## src/cpi_pkg.sv

```systemverilog
// shared constants and types for the configuration pin interface
package cpi_pkg;
    typedef enum logic [1:0] {PASSIVE_SERIAL, FAST_PASSIVE_PARALLEL, ACTIVE_SERIAL, ACTIVE_PARALLEL} cpi_mode_t;

    typedef struct packed {
        logic [23:0] addr;
        logic        rst_n;
        logic        avd_n;
        logic        oe_n;
        logic        we_n;
    } cpi_flash_t;

    localparam cpi_flash_t FLASH_IDLE = '{addr: 24'h000000, rst_n: 1'b1, avd_n: 1'b1, oe_n: 1'b1, we_n: 1'b1};

    // register byte addresses
    localparam logic [7:0] ADR_CTRL   = 8'h00;
    localparam logic [7:0] ADR_LEN    = 8'h04;
    localparam logic [7:0] ADR_FADDR  = 8'h08;
    localparam logic [7:0] ADR_WDATA  = 8'h0C;
    localparam logic [7:0] ADR_STATUS = 8'h10;
    localparam logic [7:0] ADR_LAST   = 8'h14;
    localparam logic [7:0] ADR_COUNT  = 8'h18;

    // control field positions
    localparam int CTL_MODE    = 0;
    localparam int CTL_APWORD  = 2;
    localparam int CTL_USER_STARTUP_CLOCK  = 3;
    localparam int CTL_SUCLK   = 4;
    localparam int CTL_CLKIO   = 5;
    localparam int CTL_GOE_EN  = 6;
    localparam int CTL_GCLR_EN = 7;
    localparam int CTL_FRST    = 8;
    localparam int CTL_CMDUSR  = 9;
    localparam int CTL_WRGO    = 10;
    localparam int CTL_W       = 11;

    localparam logic [CTL_W-1:0] CTRL_RST  = 11'h000;
    localparam logic [15:0]      LEN_RST   = 16'h0004;
    localparam logic [7:0]       AS_RD_CMD = 8'h03;
    localparam int               OPT_INIT  = 0;
    localparam int               OPT_TERM  = 1;
    localparam logic [7:0]       INIT_TICKS = 8'h10;

    localparam int CLK_PERIOD_NS = 100;
    localparam int CFG_HALF_NS   = 400;
    localparam int FWR_PULSE_NS  = 200;
    localparam logic [3:0] CFG_HALF_CYC = 4'((CFG_HALF_NS + CLK_PERIOD_NS - 1) / CLK_PERIOD_NS);
    localparam logic [3:0] FWR_CYC      = 4'((FWR_PULSE_NS + CLK_PERIOD_NS - 1) / CLK_PERIOD_NS);
endpackage : cpi_pkg

```

## src/cpi_sync.sv

```systemverilog
// two-flop synchroniser bank for pin inputs
`timescale 1ns/1ps
module cpi_sync #(
    parameter int W = 1
) (
    input  wire logic         ref_clk_in,
    input  wire logic         rst_n_in,
    input  wire logic [W-1:0] d_in,
    output logic      [W-1:0] q_out
);
    logic [W-1:0] meta_reg;
    genvar i;
    generate
        for (i = 0; i < W; i++) begin : g_bit
            always_ff @(posedge ref_clk_in or negedge rst_n_in) begin
                if (!rst_n_in) begin
                    meta_reg[i] <= 1'b0;
                    q_out[i]    <= 1'b0;
                end else begin
                    meta_reg[i] <= d_in[i];
                    q_out[i]    <= meta_reg[i];
                end
            end
        end
    endgenerate
endmodule : cpi_sync

```

## src/cpi_loader.sv

```systemverilog
// configuration pin interface: loader, flash strobes, init and wishbone registers
`timescale 1ns/1ps
//////////////////////////////////////////////////////////////////////////////
// Behaviour
// - passive modes: sample data on host clock rise
// - active modes: device drives config clock
// - active modes: park clock after configuration
// - configured device ignores config clock toggling
// - serial modes: one bit per clock on data0
// - active serial: send read command stream
// - active parallel: byte or word per clock
// - active parallel: drive 24-bit word address
// - flash reset driven low to reset flash
// - address valid low during flash access
// - read drive low during flash read
// - write enable low during flash write
// - unused data lines tri-stated during configuration
// - pins stay dedicated, user controlled afterwards
// - disabled optional pins tri-stated during configuration
// - startup clock times initialization when enabled
// - init indicator: float, low, then release
// - optional gating of release on termination
// - global output enable low tri-states pins
// - global clear low clears device registers
// - active serial clock from startup clock option
// - reconfig request low resets and tri-states
// - load complete low until data received
module cpi_loader (
    input  wire logic               ref_clk_in,
    input  wire logic               rst_n_in,
    input  wire logic               wb_cyc_in,
    input  wire logic               wb_stb_in,
    input  wire logic               wb_we_in,
    input  wire logic [7:0]         wb_adr_in,
    input  wire logic [3:0]         wb_sel_in,
    input  wire logic [31:0]        wb_dat_in,
    output logic      [31:0]        wb_dat_out,
    output logic                    wb_ack_out,
    input  wire logic               config_clock_in,
    output logic                    config_clock_out,
    output logic                    config_clock_oe_out,
    input  wire logic [15:0]        config_data_in,
    output logic      [15:0]        config_data_out,
    output logic                    config_data_oe_out,
    output logic                    serial_cmd_out,
    output cpi_pkg::cpi_flash_t     flash_out,
    input  wire logic               user_startup_clock_in,
    input  wire logic               termination_cal_complete_in,
    input  wire logic               global_output_enable_in,
    input  wire logic               global_clear_n_in,
    input  wire logic               reconfig_request_n_in,
    input  wire logic               load_complete_in,
    output logic                    load_complete_out,
    output logic                    load_complete_oe_out,
    output logic                    init_complete_out,
    output logic                    init_complete_oe_out
);
    typedef enum logic [2:0] {ST_IDLE, ST_CMD, ST_LOAD, ST_WAITD, ST_INIT, ST_USER} cpi_state_t;

    //////////////////////////////////////////////////////////////////////////
    // pin synchronisers
    logic [23:0] s_bus;
    logic [15:0] s_data;
    logic        s_clk, s_uclk, s_term, s_goe, s_gclr_n, s_reconf, s_reconf_req, s_ldone;
    cpi_sync #(.W(24)) u_sync (
        .ref_clk_in (ref_clk_in),
        .rst_n_in   (rst_n_in),
        .d_in       ({config_clock_in, user_startup_clock_in, termination_cal_complete_in,
                      global_output_enable_in, global_clear_n_in, ~reconfig_request_n_in,
                      load_complete_in, config_data_in, 1'b0}),
        .q_out      (s_bus)
    );
    assign {s_clk, s_uclk, s_term, s_goe, s_gclr_n, s_reconf_req, s_ldone, s_data} = s_bus[23:1];
    assign s_reconf = ~s_reconf_req; // stored inverted so the sync reset value reads idle: no false start

    logic s_clk_d_reg, s_uclk_d_reg, s_reconf_d_reg;
    always_ff @(posedge ref_clk_in or negedge rst_n_in) begin
        if (!rst_n_in) begin
            s_clk_d_reg    <= 1'b0;
            s_uclk_d_reg   <= 1'b0;
            s_reconf_d_reg <= 1'b1;
        end else begin
            s_clk_d_reg    <= s_clk;
            s_uclk_d_reg   <= s_uclk;
            s_reconf_d_reg <= s_reconf;
        end
    end
    logic clk_rise, uclk_rise, reconf_rise;
    assign clk_rise    = s_clk & ~s_clk_d_reg;
    assign uclk_rise   = s_uclk & ~s_uclk_d_reg;
    assign reconf_rise = s_reconf & ~s_reconf_d_reg;

    //////////////////////////////////////////////////////////////////////////
    // registers
    logic [cpi_pkg::CTL_W-1:0] ctrl_reg;
    logic [15:0]               len_reg, wdata_reg, last_reg, wcnt_reg;
    logic [23:0]               faddr_reg;
    cpi_state_t                st_reg;
    cpi_pkg::cpi_mode_t        mode_reg;
    logic [1:0]                opt_reg;
    logic                      wr_busy_reg;

    logic hit_wr, goe_off;
    assign hit_wr  = wb_cyc_in & wb_stb_in & wb_we_in & wb_ack_out; // write lands on the edge that samples ack
    assign goe_off = ctrl_reg[cpi_pkg::CTL_GOE_EN] & ~s_goe;

    function automatic logic [31:0] merge(input logic [31:0] old, input logic [31:0] nw, input logic [3:0] sel);
        for (int b = 0; b < 4; b++) begin
            if (sel[b]) old[8*b +: 8] = nw[8*b +: 8];
        end
        return old;
    endfunction : merge

    always_ff @(posedge ref_clk_in or negedge rst_n_in) begin
        if (!rst_n_in) begin
            ctrl_reg  <= cpi_pkg::CTRL_RST;
            len_reg   <= cpi_pkg::LEN_RST;
            faddr_reg <= 24'h000000;
            wdata_reg <= 16'h0000;
        end else begin
            if (wr_busy_reg) begin
                ctrl_reg[cpi_pkg::CTL_WRGO] <= 1'b0;
            end
            if (hit_wr) begin
                unique case (wb_adr_in)
                    cpi_pkg::ADR_CTRL:  ctrl_reg  <= cpi_pkg::CTL_W'(merge({21'h0, ctrl_reg}, wb_dat_in, wb_sel_in));
                    cpi_pkg::ADR_LEN:   len_reg   <= 16'(merge({16'h0, len_reg}, wb_dat_in, wb_sel_in));
                    cpi_pkg::ADR_FADDR: faddr_reg <= 24'(merge({8'h0, faddr_reg}, wb_dat_in, wb_sel_in));
                    cpi_pkg::ADR_WDATA: wdata_reg <= 16'(merge({16'h0, wdata_reg}, wb_dat_in, wb_sel_in));
                    default: ;
                endcase
            end
        end
    end

    always_ff @(posedge ref_clk_in or negedge rst_n_in) begin
        if (!rst_n_in) begin
            wb_ack_out <= 1'b0;
            wb_dat_out <= 32'h00000000;
        end else begin
            wb_ack_out <= wb_cyc_in & wb_stb_in & ~wb_ack_out;
            unique case (wb_adr_in)
                cpi_pkg::ADR_CTRL:   wb_dat_out <= {21'h0, ctrl_reg};
                cpi_pkg::ADR_LEN:    wb_dat_out <= {16'h0, len_reg};
                cpi_pkg::ADR_FADDR:  wb_dat_out <= {8'h0, faddr_reg};
                cpi_pkg::ADR_WDATA:  wb_dat_out <= {16'h0, wdata_reg};
                cpi_pkg::ADR_STATUS: wb_dat_out <= {23'h0, wr_busy_reg, opt_reg, s_term, mode_reg, st_reg};
                cpi_pkg::ADR_LAST:   wb_dat_out <= {s_data, last_reg};
                cpi_pkg::ADR_COUNT:  wb_dat_out <= {16'h0, wcnt_reg};
                default:             wb_dat_out <= 32'h00000000;
            endcase
        end
    end

    //////////////////////////////////////////////////////////////////////////
    // active-mode clock generation
    logic [3:0] div_reg;
    logic       clk_reg, a_rise, a_fall, active, loading, tick;
    assign active  = (mode_reg == cpi_pkg::ACTIVE_SERIAL) | (mode_reg == cpi_pkg::ACTIVE_PARALLEL);
    assign loading = (st_reg == ST_CMD) | (st_reg == ST_LOAD);
    // startup clock as source only in active serial; otherwise the local divider
    assign tick = (ctrl_reg[cpi_pkg::CTL_USER_STARTUP_CLOCK] && mode_reg == cpi_pkg::ACTIVE_SERIAL) ? uclk_rise
                : (div_reg == cpi_pkg::CFG_HALF_CYC - 4'h1);
    assign a_rise = active & loading & tick & ~clk_reg;
    assign a_fall = active & loading & tick & clk_reg;

    always_ff @(posedge ref_clk_in or negedge rst_n_in) begin
        if (!rst_n_in) begin
            div_reg <= 4'h0;
            clk_reg <= 1'b0;
        end else if (!(active && loading)) begin
            div_reg <= 4'h0;
            clk_reg <= 1'b0;
        end else begin
            div_reg <= tick ? 4'h0 : div_reg + 4'h1;
            if (tick) clk_reg <= ~clk_reg;
        end
    end

    //////////////////////////////////////////////////////////////////////////
    // load sequencer
    logic [15:0] sr_reg;
    logic [4:0]  bit_reg, step;
    logic [5:0]  cmd_cnt_reg;
    logic [31:0] cmd_sr_reg;
    logic [7:0]  init_cnt_reg;
    logic        samp;
    assign samp = (st_reg == ST_LOAD) & (active ? a_rise : clk_rise);
    always_comb begin
        unique case (mode_reg)
            cpi_pkg::FAST_PASSIVE_PARALLEL: step = 5'd8;
            cpi_pkg::ACTIVE_PARALLEL:       step = ctrl_reg[cpi_pkg::CTL_APWORD] ? 5'd16 : 5'd8;
            default:                        step = 5'd1;
        endcase
    end
    logic [15:0] sr_next;
    assign sr_next = (step == 5'd16) ? s_data
                   : (step == 5'd8)  ? {sr_reg[7:0], s_data[7:0]}
                   : {sr_reg[14:0], s_data[0]};

    always_ff @(posedge ref_clk_in or negedge rst_n_in) begin
        if (!rst_n_in) begin
            st_reg       <= ST_IDLE;
            mode_reg     <= cpi_pkg::PASSIVE_SERIAL;
            sr_reg       <= 16'h0000;
            bit_reg      <= 5'd0;
            wcnt_reg     <= 16'h0000;
            opt_reg      <= 2'b00;
            cmd_cnt_reg  <= 6'd0;
            cmd_sr_reg   <= 32'h00000000;
            init_cnt_reg <= 8'h00;
        end else if (!s_reconf) begin
            st_reg <= ST_IDLE;
        end else begin
            unique case (st_reg)
                ST_IDLE: if (reconf_rise) begin
                    mode_reg    <= cpi_pkg::cpi_mode_t'(ctrl_reg[cpi_pkg::CTL_MODE +: 2]);
                    st_reg      <= (ctrl_reg[cpi_pkg::CTL_MODE +: 2] == 2'(cpi_pkg::ACTIVE_SERIAL)) ? ST_CMD : ST_LOAD;
                    bit_reg     <= 5'd0;
                    wcnt_reg    <= 16'h0000;
                    opt_reg     <= 2'b00;
                    cmd_cnt_reg <= 6'd0;
                    cmd_sr_reg  <= {cpi_pkg::AS_RD_CMD, faddr_reg};
                end
                ST_CMD: if (a_fall) begin
                    cmd_sr_reg  <= {cmd_sr_reg[30:0], 1'b0};
                    cmd_cnt_reg <= cmd_cnt_reg + 6'd1;
                    if (cmd_cnt_reg == 6'd31) st_reg <= ST_LOAD;
                end
                ST_LOAD: if (samp) begin
                    sr_reg  <= sr_next;
                    bit_reg <= (bit_reg + step == 5'd16) ? 5'd0 : bit_reg + step;
                    if (bit_reg + step == 5'd16) begin
                        wcnt_reg <= wcnt_reg + 16'h0001;
                        if (wcnt_reg == 16'h0000) opt_reg <= sr_next[1:0];
                        if (wcnt_reg + 16'h0001 == len_reg) st_reg <= ST_WAITD;
                    end
                end
                ST_WAITD: if (s_ldone) begin
                    st_reg       <= ST_INIT;
                    init_cnt_reg <= 8'h00;
                end
                ST_INIT: begin
                    if (init_cnt_reg != cpi_pkg::INIT_TICKS) begin
                        if (!ctrl_reg[cpi_pkg::CTL_SUCLK] || uclk_rise) init_cnt_reg <= init_cnt_reg + 8'h01;
                    end else if (!opt_reg[cpi_pkg::OPT_TERM] || s_term) begin
                        st_reg <= ST_USER;
                    end
                end
                ST_USER: ;
            endcase
        end
    end

    //////////////////////////////////////////////////////////////////////////
    // flash write helper, only in user mode
    logic [3:0] wr_cnt_reg;
    always_ff @(posedge ref_clk_in or negedge rst_n_in) begin
        if (!rst_n_in) begin
            wr_busy_reg <= 1'b0;
            wr_cnt_reg  <= 4'h0;
        end else if (!wr_busy_reg) begin
            wr_busy_reg <= ctrl_reg[cpi_pkg::CTL_WRGO] & (st_reg == ST_USER);
            wr_cnt_reg  <= 4'h0;
        end else begin
            wr_cnt_reg <= wr_cnt_reg + 4'h1;
            if (wr_cnt_reg == cpi_pkg::FWR_CYC) wr_busy_reg <= 1'b0;
        end
    end

    //////////////////////////////////////////////////////////////////////////
    // pin drivers
    logic [23:0] fa_reg;
    always_ff @(posedge ref_clk_in or negedge rst_n_in) begin
        if (!rst_n_in) begin
            fa_reg    <= 24'h000000;
            flash_out <= cpi_pkg::FLASH_IDLE;
        end else begin
            if (st_reg == ST_IDLE) fa_reg <= faddr_reg;
            else if (samp && mode_reg == cpi_pkg::ACTIVE_PARALLEL) fa_reg <= fa_reg + 24'h000001;
            flash_out <= cpi_pkg::FLASH_IDLE;
            flash_out.rst_n <= ~(ctrl_reg[cpi_pkg::CTL_FRST]
                               | (!s_reconf && mode_reg == cpi_pkg::ACTIVE_PARALLEL));
            if (st_reg == ST_LOAD && mode_reg == cpi_pkg::ACTIVE_PARALLEL) begin
                flash_out.addr  <= fa_reg;
                flash_out.avd_n <= 1'b0;
                flash_out.oe_n  <= 1'b0;
            end else if (wr_busy_reg) begin
                flash_out.addr  <= faddr_reg;
                flash_out.avd_n <= 1'b0;
                flash_out.we_n  <= 1'b0;
            end
        end
    end

    // data lines are only driven by a user-mode flash write, never while loading
    always_ff @(posedge ref_clk_in or negedge rst_n_in) begin
        if (!rst_n_in) begin
            config_data_out    <= 16'h0000;
            config_data_oe_out <= 1'b0;
            serial_cmd_out     <= 1'b0;
            last_reg           <= 16'h0000;
        end else begin
            config_data_out    <= wdata_reg;
            config_data_oe_out <= wr_busy_reg & s_reconf & ~goe_off & (st_reg == ST_USER);
            serial_cmd_out     <= (st_reg == ST_USER) ? ctrl_reg[cpi_pkg::CTL_CMDUSR] : cmd_sr_reg[31];
            if (ctrl_reg[cpi_pkg::CTL_GCLR_EN] && !s_gclr_n) last_reg <= 16'h0000;
            else if (samp && bit_reg + step == 5'd16) last_reg <= sr_next;
        end
    end

    always_ff @(posedge ref_clk_in or negedge rst_n_in) begin
        if (!rst_n_in) begin
            config_clock_out    <= 1'b0;
            config_clock_oe_out <= 1'b0;
        end else begin
            config_clock_out    <= loading & clk_reg;
            config_clock_oe_out <= active & s_reconf & ~goe_off & (st_reg != ST_IDLE)
                                 & ~(st_reg == ST_USER && ctrl_reg[cpi_pkg::CTL_CLKIO]);
        end
    end

    // open-drain indicators: out stays low, oe pulls the wire down
    always_ff @(posedge ref_clk_in or negedge rst_n_in) begin
        if (!rst_n_in) begin
            load_complete_out    <= 1'b0;
            load_complete_oe_out <= 1'b1;
            init_complete_out    <= 1'b0;
            init_complete_oe_out <= 1'b0;
        end else begin
            load_complete_out    <= 1'b0;
            load_complete_oe_out <= (st_reg == ST_IDLE) | loading;
            init_complete_out    <= 1'b0;
            init_complete_oe_out <= s_reconf & opt_reg[cpi_pkg::OPT_INIT]
                                  & (st_reg inside {ST_LOAD, ST_WAITD, ST_INIT});
        end
    end

    //////////////////////////////////////////////////////////////////////////
    // checks
    a_passive_clk_in: assert property (@(posedge ref_clk_in) disable iff (!rst_n_in)
        !active |=> !config_clock_oe_out) else $error("clock driven in passive mode");
    a_user_clk_park: assert property (@(posedge ref_clk_in) disable iff (!rst_n_in)
        (st_reg == ST_USER) ##1 (st_reg == ST_USER) |-> !config_clock_out) else $error("clock not parked");
    a_user_ignores_clk: assert property (@(posedge ref_clk_in) disable iff (!rst_n_in)
        (st_reg == ST_USER && s_reconf) |=> (st_reg == ST_USER)) else $error("user mode left");
    a_load_held_low: assert property (@(posedge ref_clk_in) disable iff (!rst_n_in)
        (st_reg == ST_LOAD) |=> load_complete_oe_out) else $error("load complete released early");
    a_data_tristate: assert property (@(posedge ref_clk_in) disable iff (!rst_n_in)
        (st_reg != ST_USER) |=> !config_data_oe_out) else $error("data driven during load");
    a_reconfig_tri: assert property (@(posedge ref_clk_in) disable iff (!rst_n_in)
        !s_reconf |=> !config_clock_oe_out && !config_data_oe_out && (st_reg == ST_IDLE))
        else $error("not tri-stated on reconfig");
    a_goe_tristate: assert property (@(posedge ref_clk_in) disable iff (!rst_n_in)
        goe_off |=> !config_clock_oe_out && !config_data_oe_out) else $error("pins driven under global oe");
    a_term_gate: assert property (@(posedge ref_clk_in) disable iff (!rst_n_in)
        (st_reg == ST_INIT && opt_reg[cpi_pkg::OPT_TERM] && !s_term) |=> (st_reg != ST_USER))
        else $error("init released before termination");
    a_ap_strobes: assert property (@(posedge ref_clk_in) disable iff (!rst_n_in)
        (st_reg == ST_LOAD && mode_reg == cpi_pkg::ACTIVE_PARALLEL && s_reconf)
        |=> !flash_out.oe_n && !flash_out.avd_n) else $error("flash read strobes missing");

    c_as_user: cover property (@(posedge ref_clk_in) disable iff (!rst_n_in)
        st_reg == ST_USER && mode_reg == cpi_pkg::ACTIVE_SERIAL);
    c_ap_user: cover property (@(posedge ref_clk_in) disable iff (!rst_n_in)
        st_reg == ST_USER && mode_reg == cpi_pkg::ACTIVE_PARALLEL);
    c_ps_user: cover property (@(posedge ref_clk_in) disable iff (!rst_n_in)
        st_reg == ST_USER && mode_reg == cpi_pkg::PASSIVE_SERIAL);
endmodule : cpi_loader

```

## config.mk

```make
export PLATFORM = sky130hd
export DESIGN_NAME = cpi_loader
export DESIGN_NICKNAME = d
export VERILOG_FILES = /design/src/cpi_pkg.sv /design/src/cpi_sync.sv /design/src/cpi_loader.sv
export SDC_FILE = /design/constraint.sdc
export NUM_CORES = 1
export LEC_CHECK = 0
export BUFFER_PORTS_ARGS = -buffer_cell sky130_fd_sc_hd__buf_2
export CORE_MARGIN = 1
export CORE_UTILIZATION = 53
export DETAILED_ROUTE_END_ITERATION = 8
export PLACE_DENSITY = 0.79
export SLEW_MARGIN = 20
export SYNTH_ARGS = -nofsm -noshare
export SYNTH_HDL_FRONTEND = slang
export SYNTH_SLANG_ARGS = --single-unit
```

## constraint.sdc

```tcl
create_clock -name ref_clk_in -period 2.94 [get_ports ref_clk_in]
set_input_delay 0.294 -clock ref_clk_in [delete_from_list [all_inputs] [get_ports ref_clk_in]]
set_output_delay 0.294 -clock ref_clk_in [all_outputs]
set_load 0.01 [all_outputs]
```

=== Word level (Yosys, flattened, before mapping) ===
Index checks and enable logic that the tools add are counted.

* Register bits after elaboration: 338
* Input port bits: 72
* Output and inout bits: 85
* Logic and storage cells: 282

* Add/sub/neg operators: 7
* Eq/ne operators: 42
* Mux-type cells: 65
* Bitwise logic cells: 39
* Reduce and logical (&&, ||, !) cells: 41

{| class="wikitable"
|+ Operators with widths
! kind !! count
|-
| 32-bit case mux with 7 select lines || 1
|-
| 16-bit 2-to-1 mux || 7
|-
| 24-bit 2-to-1 mux || 4
|-
| 32-bit 2-to-1 mux || 2
|-
| 32-bit case mux with 2 select lines || 1
|-
| 3-bit 2-to-1 mux || 11
|-
| 3-bit AND reduction || 11
|-
| 8-bit 2-to-1 mux || 4
|-
| 16-bit case mux with 2 select lines || 1
|-
| 24-bit by 1-bit adder with 24-bit output (second input constant) || 1
|-
| 1-bit bitwise AND || 24
|-
| 8-bit by 5-bit equality test with 1-bit output (second input constant) || 3
|-
| 11-bit 2-to-1 mux || 2
|-
| 3-bit by 2-bit != test with 1-bit output (second input constant) || 7
|-
| 5-bit 2-to-1 mux || 4
|-
| 5-bit case mux with 2 select lines || 2
|-
| 16-bit by 1-bit adder with 16-bit output (second input constant) || 1
|-
| 16-bit equality test || 1
|-
| 8-bit by 4-bit equality test with 1-bit output (second input constant) || 2
|-
| 16-bit logical NOT || 1
|-
| 2-bit != test (second input constant) || 8
|-
| 8-bit case mux with 2 select lines || 1
|-
| 3-bit case mux with 5 select lines || 1
|-
| 1-bit 2-to-1 mux || 12
|-
| other kinds (37) || 82
|}

=== Longest topological paths before layout ===
Gate-level depths: netlist (run 1).

* Depth in word-level cells: 10
* Gate-level depth with buffers: 13
* Depth with buffers taken out: 10

=== Hierarchy ===
A second synthesis (run 1) with hierarchy kept.

* Cells, all modules: 1313
* Area, all modules: 14547.7 um2

{| class="wikitable"
|+ By module, submodules not included
! module !! times used !! cells each !! area each (um2) !! seq. area each (um2)
|-
| cpi_loader || 1 || 1265 || 13346.6 || 7315.8
|-
| cpi_sync || 1 || 48 || 1201.2 || 1201.2
|}

=== Least setup slack after synthesis (run 1) ===
Ideal clock, no wire load.

* Path kind: flip-flop to flip-flop
* Start: reg mode_reg[0]
* End: reg wcnt_reg[15]
* Library setup time: 0.096 ns
* Arrival: 2.898 ns
* Data required time: 2.844 ns
* Setup slack: -0.053 ns
* Cell stages (with the launch flop): 13
* Path buffers: 4
* Period minus slack after synthesis: 2.993 ns
* Path through: dfrtp_1 -> buf_2 -> clkbuf_1 -> inv_1 -> ha_1 -> ha_1 -> a31oi_1 -> xnor3_1 -> nand4_1 -> or3_1 -> buf_6 -> buf_8 -> o31ai_1

* Cells in the longest elaborated chain, start to end: 9
* Elaborated cells on any way between the ends: 17
* Those cells by class: 1 x add/sub; 6 x eq/ne; 3 x mux; 5 x bitwise; 2 x reduce/logical

{| class="wikitable"
|+ RTL lines
! item !! line !! text
|-
| from (decl) || cpi_loader.sv:99 || <nowiki>cpi_pkg::cpi_mode_t mode_reg;</nowiki>
|-
| from (signal assigned) || cpi_loader.sv:204 || <nowiki>mode_reg <= cpi_pkg::PASSIVE_SERIAL;</nowiki>
|-
| from (signal assigned) || cpi_loader.sv:217 || <nowiki>mode_reg <= cpi_pkg::cpi_mode_t'(ctrl_reg[cpi_pkg::CTL_MODE +: 2]);</nowiki>
|-
| branches (longest 8 deep; another with 5-bit adder) || -- ||
|-
| 5-bit AND reduction (no source line) (*) || -- ||
|-
| to (signal assigned) || cpi_loader.sv:234 || <nowiki>wcnt_reg <= wcnt_reg + 16'h0001;</nowiki>
|-
| to (decl) || cpi_loader.sv:96 || <nowiki>logic [15:0] len_reg, wdata_reg, last_reg, wcnt_reg;</nowiki>
|}

Mark *: on every way between the ends.
A chain may end at the register's enable or synchronous reset.

=== Worst setup path after layout (run 1) ===
* Start: reg wcnt_reg[1]
* End: reg st_reg[0]

* Cells in the longest elaborated chain, start to end: 4

{| class="wikitable"
|+ RTL lines
! item !! line !! text
|-
| 16-bit by 1-bit adder with 16-bit output || cpi_loader.sv:236 || <nowiki>if (wcnt_reg + 16'h0001 == len_reg) st_reg <= ST_WAITD;</nowiki>
|-
| 16-bit equality test || cpi_loader.sv:236 ||
|-
| 3-bit by 2-bit != test with 1-bit output (no source line) || -- ||
|-
| 10-bit AND reduction (no source line) || -- ||
|-
| to (signal assigned) || cpi_loader.sv:218 || <nowiki>st_reg <= (ctrl_reg[cpi_pkg::CTL_MODE +: 2] == 2'(cpi_pkg::ACTIVE_SERIAL)) ? ST_CMD : ST_LOAD;</nowiki>
|-
| to (decl) || cpi_loader.sv:98 || <nowiki>cpi_state_t st_reg;</nowiki>
|}

No other way between the ends.

==> results.yml, run 1 <==
status:
  outcome: "finished clean"
clocking:
  numCtsBuffers: 35
  clk_latency_ps: 520
  cts_tree: "built"
  cts_root_buf: "clkbuf_16"
  clkSinkCount: 338
  htree_num_levels: 2
  path_clk_slew_ps: 70
  clock_path_buffers: 3
die:
  core-area_um2: 27000
  die_y_um: 168
  row_count: 60
  start_util: 0.542
  die_area_um2: 28300
  io_pins: 157
  dieWidth_um: 168
critical_path:
  worstPathArrival_ps: 3190
  worstPathRequired_ps: 3360
  critPathTopFamily: "simple AND/OR/NAND/NOR gates"
  cpMaxStageDelayCell: "or4_2"
  worstPathMaxFanout: 2
  cp-start-kind: "flip-flop"
  max_stage_delay_ps: 690
  crit_type: "reg2reg"
  crit_chain: "ha_1 -> nand4_1 -> or4_2 -> xnor2_1 -> or4_1 -> nor4_1 -> nand3_1 -> a22oi_1"
  cp.buffers_inverters: 0
  critPathCaptureType: "flip-flop"
detailed_routing:
  via_count: 11025
  via_per_inst: 5.94
  met2_length_um: 17200
  routed.top_layer: "met4"
  wl_um: 37100
  ant_nets: 0
  drt-initial-drc-count: 1028
  wl_met1_um: 15900
  first_pass_iters: 7
  wl_per_cell_um: 20.0
  drc: 0
  routed-wl-met3_um: 2680
timing:
  grt_setup_unrepaired: "false"
  relSlewSlack: 0.437
  fin_crit_ps: 2770
  tightest_slew_ps: 842
  fin_ws_ps: 174
  setup_tns_ps: 0
  setup_violations: 0
  skew_ps: 20.9
  max_freq_ghz: 0.362
  slew_viol_final: 0
  post-route-period-util: 0.941
  finalHoldViolCount: 0
synthesis:
  yosys_warnings: 0
  netlist_instances: 1308
  ys.flop_type: "dfrtp_1"
  synth_edf_count: 0
  synth.distinct_cells: 73
  seq_area_frac_synth: 0.578
  async_reset_ff_frac: 1.00
  syn_avg_cell_area_um2: 11.2
  synth_seq_cells: 338
  syn_area_um2: 14600
place:
  port_buffers: 145
  dp_hpwl_um: 25900
  gp_congestion: 0.925
  pre_cts_ws_ps: 50.2
min_path:
  hold_path.class: "in2reg"
pwr:
  internal-power_uw: 8250
  power.leakage_uw: 0.00842
  swShare: 0.261
  p_sw_uw: 2910
  vdd_drop_max_v: 0.000395
  power.share.sequential: 0.474
  p_per_area_nw_per_um2: 646
  combPwrFrac: 0.133
  pwr-share-clk: 0.393
global_route:
  grt_pass1_vias: 10691
  antenna_found_initial: 1
  grt_remaining_overflow: 0
  grt_pass1_wl_um: 58800
  grt_max_degree: 83
  grt_use_total: 0.268
flow_run:
  cap_violations: 0
finish:
  drive_above_1_share: 0.251
  final_nets: 1576
  final_cell_mix: "dfrtp_1 (331), nand2_1 (155), buf_2 (144)"
  fillCellCount: 2103
  area_growth_pct: 18.0
  final_common_cell: "dfrtp_1"
-- kinds of logic (layout without fill, tap and decap cells) --
family	Yosys count	in the layout	synth area share
xor+xnor	53	53	0.0326
flops	338	338	0.578
fa+ha+maj	12	12	0.0102
compound gates	248	248	0.122
other cells	1	3	0.000256
mux	96	96	0.0724
buf+inv	108	314	0.0376
simple gates	452	452	0.147
-- worst register-to-register path: cells and delay by family, from the launching register on --
family                   cells  cell delay, ps
XOR/XNOR                     1             160
flip-flops                   1             360
AND/OR/NAND/NOR              5            1760
adder cells (fa/ha/maj)      1             180
AO/OA/AOI/OAI                1             220
-- power groups by stage --
stage | clock network (uW) | registers, uW | logic, uW
5_1_grt | 4650 | 5340 | 1650
3_3_place_gp | 0 | 5350 | 1410
2_1_floorplan | 0 | 5240 | 1030
3_5_place_dp | 0 | 5360 | 1450
4_1_cts | 4460 | 5280 | 1480
6_report | 4390 | 5290 | 1490
-- synth_stat cells (4+ instances only) --
| cell | count | area (um^2) |
|---|---|---|
| buf_2 | 7 | 35.0 |
| ha_1 | 12 | 150 |
| nand2_1 | 155 | 582 |
| clkbuf_1 | 51 | 191 |
| clkbuf_8 | 6 | 82.6 |
| or3_1 | 5 | 31.3 |
| and4_1 | 5 | 43.8 |
| and3_1 | 16 | 100 |
| a221o_1 | 4 | 40.0 |
| o21ai_0 | 65 | 325 |
| o311ai_0 | 5 | 43.8 |
| nor3_1 | 11 | 55.1 |
| o31ai_1 | 10 | 75.1 |
| nor2b_1 | 8 | 50.1 |
| xnor2_1 | 20 | 175 |
| a22oi_1 | 37 | 278 |
| mux2_2 | 76 | 856 |
| mux2i_1 | 19 | 190 |
| dfrtp_1 | 331 | 8280 |
| nor2_1 | 100 | 375 |
| nand3_1 | 84 | 420 |
| a21oi_1 | 39 | 195 |
| xor2_1 | 32 | 280 |
| a31oi_1 | 7 | 43.8 |
| inv_1 | 31 | 116 |
| and2_2 | 5 | 37.5 |
| a22o_1 | 20 | 175 |
| nor3b_1 | 7 | 52.6 |
| o221a_2 | 24 | 270 |
| dfstp_2 | 7 | 184 |
| o2bb2ai_1 | 7 | 61.3 |
| a222oi_1 | 9 | 90.1 |
| nor4_1 | 9 | 56.3 |
| and2_1 | 16 | 100 |
| nand4_1 | 12 | 75.1 |
-- final timing paths --
check                                         start                   to  slack (ps)  depth (start not counted)
worst max-delay path                    wcnt_reg[1]            st_reg[0]         170                          8
worst min-delay path                  wb_dat_in[20]        faddr_reg[20]          10                          2
worst max register to register          wcnt_reg[1]            st_reg[0]         170                          8
worst min register to register  u_sync.meta_reg[15]     u_sync.q_out[15]         350                          0
max in group asynchronous                  rst_n_in       s_reconf_d_reg        1720                          3
min in group asynchronous                  rst_n_in  config_data_out[11]         370                          2
-- through the flow --
stage	cells	power [uW]	util	hold slack (ps)	instance area [um^2]
global placement	1772	6750	0.588	319	15900
CTS	1856	11200	0.639	6.51	17300
floorplan	1309	6270	-	-1.59	14700
finish	1857	11200	0.639	11.8	17300
global route	1856	11600	0.639	8.23	17300
detailed placement	1772	6810	0.588	330	15900
-- layout make-up --
class / instances / area (um^2) / share of cell area
sequential: 338 / 8470 / 0.490
clock inverter: 4 / 48.8 / 0.00282
antenna: 1 / 2.50 / 0.000145
multi-input combinational: 863 / 5670 / 0.328
tap: 341 / 427 / 0.0247
inverter: 31 / 116 / 0.00673
clock buffer: 56 / 1100 / 0.0635
timing repair buffer: 223 / 1460 / 0.0843
-- layer usage --
layer  global-route usage  up-vias
li1                     -     5012
met1                0.375     5506
met2                0.418      433
met3               0.0423       74
met4                0.111        0
met5                    0        -
-- timing repair --
item / in CTS / in global routing
resized for setup: 0 / 1
endpoints found under the hold margin: 97 / 0
endpoints found under the setup margin: 0 / 16
setup buffers: 0 / 0
hold buffers: 24 / 0
Power figures use the tool's default switching activity.
==> inputs of run 2 (changes only) <==
CELL_PAD_IN_SITES_DETAIL_PLACEMENT = 1   (was not set)
CELL_PAD_IN_SITES_GLOBAL_PLACEMENT = 1   (was not set)
CORE_UTILIZATION = 44   (was 53)
CTS_BUF_LIST = sky130_fd_sc_hd__clkbuf_8   (was not set)
PLACE_DENSITY = 0.81   (was 0.79)
==> run 2 against run 1 <==
Compared with the run above: sequential power about the same; combinational power increased by 7%; die area up 20%; power rose by 2.6%; wire length is 22% higher; maximum frequency down 1.3%; sequential share of layout area is 1.5 points lower; register-to-register slack worse by 40 ps; largest cell class unchanged.
==> results.yml, run 2 (synthesis results as in run 1) <==
place:
  port_buffers: 145
  pre_cts_ws_ps: -35.8
  dp_hpwl_um: 30700
  placed_cells: 1877
  gp_congestion: 0.901
  place_area_um2: 16000
critical_path:
  crit_type: "reg2reg"
  crit_chain: "ha_1 -> nand4_1 -> or4_4 -> xnor2_1 -> or4_1 -> nor4_2 -> nand3_1 -> a22oi_2"
  worstPathArrival_ps: 3320
  worstPathMaxFanout: 3
  r2r-end: "st_reg[0]"
  critPathTopFamily: "simple AND/OR/NAND/NOR gates"
  max_stage_delay_ps: 560
  cpMaxStageDelayCell: "or4_4"
  r2r_cells: 8
  r2r_slack_ps: 140
  r2r_start: "wcnt_reg[0]"
  cp.buffers_inverters: 0
  cp-start-kind: "flip-flop"
  critPathCaptureType: "flip-flop"
  worstPathRequired_ps: 3450
die:
  io_pins: 157
  core-area_um2: 32600
  start_util: 0.449
  die_y_um: 184
  dieWidth_um: 184
  die_area_um2: 34000
  row_count: 66
finish:
  instances_no_fill: 2030
  final_cell_mix: "dfrtp_1 (331), nand2_1 (155), buf_2 (144)"
  final_common_cell: "dfrtp_1"
  final_nets: 1624
  area_growth_pct: 21.6
  utilization: 0.546
  drive_above_1_share: 0.268
  final_area_um2: 17800
flow_run:
  cap_violations: 0
clocking:
  cts_root_buf: "clkbuf_8"
  htree_num_levels: 2
  clock_path_buffers: 3
  clkSinkCount: 338
  cts_tree: "built"
  numCtsBuffers: 55
  clk_latency_ps: 610
  path_clk_slew_ps: 60
timing:
  fin_crit_ps: 2800
  post-route-period-util: 0.953
  tightest_slew_ps: 878
  fin_ws_ps: 137
  skew_ps: 38.2
  relSlewSlack: 0.413
  setup_violations: 0
  finalHoldViolCount: 0
  max_freq_ghz: 0.357
  grt_setup_unrepaired: "false"
  slew_viol_final: 0
detailed_routing:
  via_per_inst: 5.70
  drc: 0
  first_pass_iters: 6
  wl_per_cell_um: 22.2
  drt-initial-drc-count: 879
  via_count: 11561
  wl_um: 45100
  ant_nets: 0
global_route:
  antenna_found_initial: 2
  grt_remaining_overflow: 0
  grt_pass1_vias: 12493
  grt_pass1_wl_um: 70900
  grt_use_total: 0.273
  grt_max_degree: 94
status:
  outcome: "finished clean"
min_path:
  hold_start: "wb_dat_in[4]"
  hold_path.class: "in2reg"
  hold_path_depth: 2
  holdPathEnd: "len_reg[4]"
pwr:
  vdd_drop_max_v: 0.000339
  power_uw: 11500
  power.leakage_uw: 0.00869
  p_per_area_nw_per_um2: 643
[run 2: cell types whose count changed in the layout (fill, tap and decap cells not counted), sizes merged]
cell         change
clkinv           +3
buf              +5
inv             +19
bufinv           +3
clkinvlp         +1
dlygate4sd3     +23
clkbuf          +18
[run 2: final cells by class]
cell class,instances,area (um^2)
Clock buffer,74,1020
Timing Repair Buffer,251,1710
Multi-Input combinational cell,863,5700
Tap cell,442,553
Antenna cell,1,2.50
Fill cell,3498,14800
Inverter,31,116
Clock inverter,30,245
Sequential cell,338,8470
[run 2: metrics by stage]
stage	TNS (ps)	hold slack, ps
floorplan	0	-1.59
global placement	0	257
detailed placement	-219	264
CTS	0	6.83
global route	0	4.81
finish	0	37.7
[run 2: report_power, final]
part / leakage, uW / internal (uW) / switching [uW]
Sequential: 0.00451 / 5000 / 302
Combinational: 0.00346 / 643 / 960
Clock: 0.000716 / 2610 / 1940
[run 2: repair_timing]
item                                    CTS  global route
hold endpoints to repair                122             0
pin swaps                                 0             3
gates resized for setup                   1             4
endpoints found under the setup margin    9            12
buffers inserted                          0             1
hold buffers                             47             0
[run 2: worst reg2reg max path: stages, from the launching register on]
cell,delay [ps]
dfrtp_1,360
ha_1,190
nand4_1,140
or4_4,560
xnor2_1,150
or4_1,560
nor4_2,340
nand3_1,210
a22oi_2,220
[run 2: how the worst max path moves through the flow]
stage          depth (start not counted)   startpoint           end
2_1_floorplan                         12  mode_reg[0]  wcnt_reg[15]
3_3_place_gp                           9  mode_reg[0]  last_reg[13]
3_5_place_dp                           9  mode_reg[0]  last_reg[12]
4_1_cts                                8  wcnt_reg[0]     st_reg[0]
5_1_grt                                8  wcnt_reg[0]     st_reg[0]
6_report                               8  wcnt_reg[0]     st_reg[0]
[run 2: metal layers]
metal | GRT usage | routed length [um] | up-vias
met3 | 0.0427 | 2310 | 116
met1 | 0.349 | 18900 | 5928
met5 | 0 | 13 | -
met2 | 0.461 | 22100 | 398
li1 | - | - | 5117
met4 | 0.114 | 1740 | 2
==> inputs of run 3 (changes only) <==
CORE_UTILIZATION = 49   (was 44)
PLACE_DENSITY = 0.86   (was 0.81)
TNS_END_PERCENT = 20   (was not set)
clock period = 2.9 ns   (was 2.94 ns; I/O delays follow)
==> run 3 against run 2 <==
Compared with the run above: via count rose by 0.62%; setup slack got worse by 120 ps; final cell count decreased by 3.3%; critical path type unchanged; sequential share of layout area increased by 0.48 points; hold slack gained 3.3 ps.
==> results.yml, run 3 (synthesis results as in run 1) <==
status:
  outcome: "finished clean"
clocking:
  numCtsBuffers: 54
  cts_setup_buffers: 0
  cts_tree: "built"
  clk_latency_ps: 610
  path_clk_slew_ps: 60
  cts_root_buf: "clkbuf_8"
  htree_num_levels: 2
  clkSinkCount: 338
  clock_path_buffers: 3
detailed_routing:
  routed-wl-met3_um: 2880
  drc: 0
  via_count: 11633
  met2_length_um: 21300
  ant_nets: 0
  via_per_inst: 5.92
  wl_per_cell_um: 22.8
  routed.top_layer: "met5"
  wl_um: 44900
  wl_met1_um: 18300
  first_pass_iters: 6
  drt-initial-drc-count: 867
die:
  start_util: 0.504
  io_pins: 157
  row_count: 62
  core-area_um2: 29100
  die_area_um2: 30600
  die_y_um: 175
  dieWidth_um: 175
critical_path:
  crit_type: "reg2reg"
  worstPathArrival_ps: 3410
  worstPathMaxFanout: 3
  cp-start-kind: "flip-flop"
  r2r_slack_ps: 20
  r2r_start: "wcnt_reg[0]"
  r2r-end: "st_reg[0]"
  r2r_cells: 8
  worstPathRequired_ps: 3430
  critPathCaptureType: "flip-flop"
finish:
  final_common_cell: "dfrtp_1"
  instances_no_fill: 1964
  utilization: 0.606
  final_cell_mix: "dfrtp_1 (330), nand2_1 (154), buf_2 (144)"
  multi_input_area_um2: 5690
  fillCellCount: 3079
  seqCellArea_um2: 8470
  final_nets: 1617
  drive_above_1_share: 0.269
  area_growth_pct: 20.4
global_route:
  grt_use_total: 0.300
  antenna_found_initial: 4
  grt_max_degree: 89
  grt_pass1_wl_um: 70600
  grt_pass1_vias: 12530
  grt_remaining_overflow: 0
timing:
  slew_viol_final: 0
  relSlewSlack: 0.382
  tightest_slew_ps: 925
  grt_setup_unrepaired: "true"
  setup_violations: 0
  post-route-period-util: 0.994
  finalHoldViolCount: 0
  max_freq_ghz: 0.347
  fin_crit_ps: 2880
  fin_ws_ps: 16.8
  skew_ps: 22.5
place:
  port_buffers: 145
  dp_hpwl_um: 30100
  gp_congestion: 0.919
  pre_cts_ws_ps: 12.2
  placed_cells: 1814
min_path:
  hold_start: "wb_dat_in[9]"
  hold_path.class: "in2reg"
  hold_path_depth: 2
  holdPathEnd: "wdata_reg[9]"
pwr:
  vdd_drop_max_v: 0.000383
  p_per_area_nw_per_um2: 651
  power.leakage_uw: 0.00862
flow_run:
  cap_violations: 0
-- run 3: changes by cell type in the layout (fill, tap and decap cells not counted), moves of 2 or more --
cell       previous run  this run
clkbuf_8             74        80
diode_2               1         3
inv_1                49        42
bufinv_16             4         1
buf_4                54        49
-- run 3: critical path, cell delays in order, from the launching register on --
cell and delay, ps:
dfrtp_1 380, ha_1 190, nand4_1 160, or4_2 730, xnor2_1 180, or4_1 520, nor4_1 180, nand3_1 220
a22oi_2 240
-- run 3: how the worst max path moves through the flow --
stage	from	end	slack, ps
2_1_floorplan	mode_reg[0]	wcnt_reg[15]	90
3_3_place_gp	mode_reg[0]	last_reg[0]	170
3_5_place_dp	mode_reg[0]	wcnt_reg[2]	10
4_1_cts	mode_reg[0]	last_reg[10]	20
5_1_grt	mode_reg[0]	st_reg[0]	-50
6_report	wcnt_reg[0]	st_reg[0]	20
-- run 3: layer usage --
metal	GRT usage	vias up
met3	0.0653	124
met1	0.375	5949
met5	0	-
met2	0.487	458
met4	0.166	2
li1	-	5100
-- run 3: final cells by class --
type,count,share of cell area
inverter,31,0.00660
multi-input combinational,863,0.322
antenna,3,0.000426
timing repair buffer,245,0.0938
clock inverter,20,0.00674
clock buffer,80,0.0624
tap,384,0.0272
sequential,338,0.480
-- run 3: through the flow --
| stage | hold WS, ps | area (um^2) | power [uW] | setup TNS [ps] |
|---|---|---|---|---|
| CTS | 3.68 | 17600 | 11500 | 0 |
| global placement | 332 | 15900 | 6860 | 0 |
| floorplan | -5.59 | 14700 | 6360 | 0 |
| finish | 41.0 | 17600 | 11500 | 0 |
| global route | 23.6 | 17600 | 12000 | -92.7 |
| detailed placement | 336 | 15900 | 6970 | 0 |
-- run 3: report_power, final --
group	internal [uW]	switching, uW
registers	5070	316
clock network	2520	1940
logic	633	1010
-- run 3: repair_timing --
item	4_1_cts	5_1_grt
pin swaps	0	1
gates resized for setup	1	5
setup endpoints to repair	8	34
hold endpoints to repair	155	0
hold buffers	47	0
gates cloned	0	0
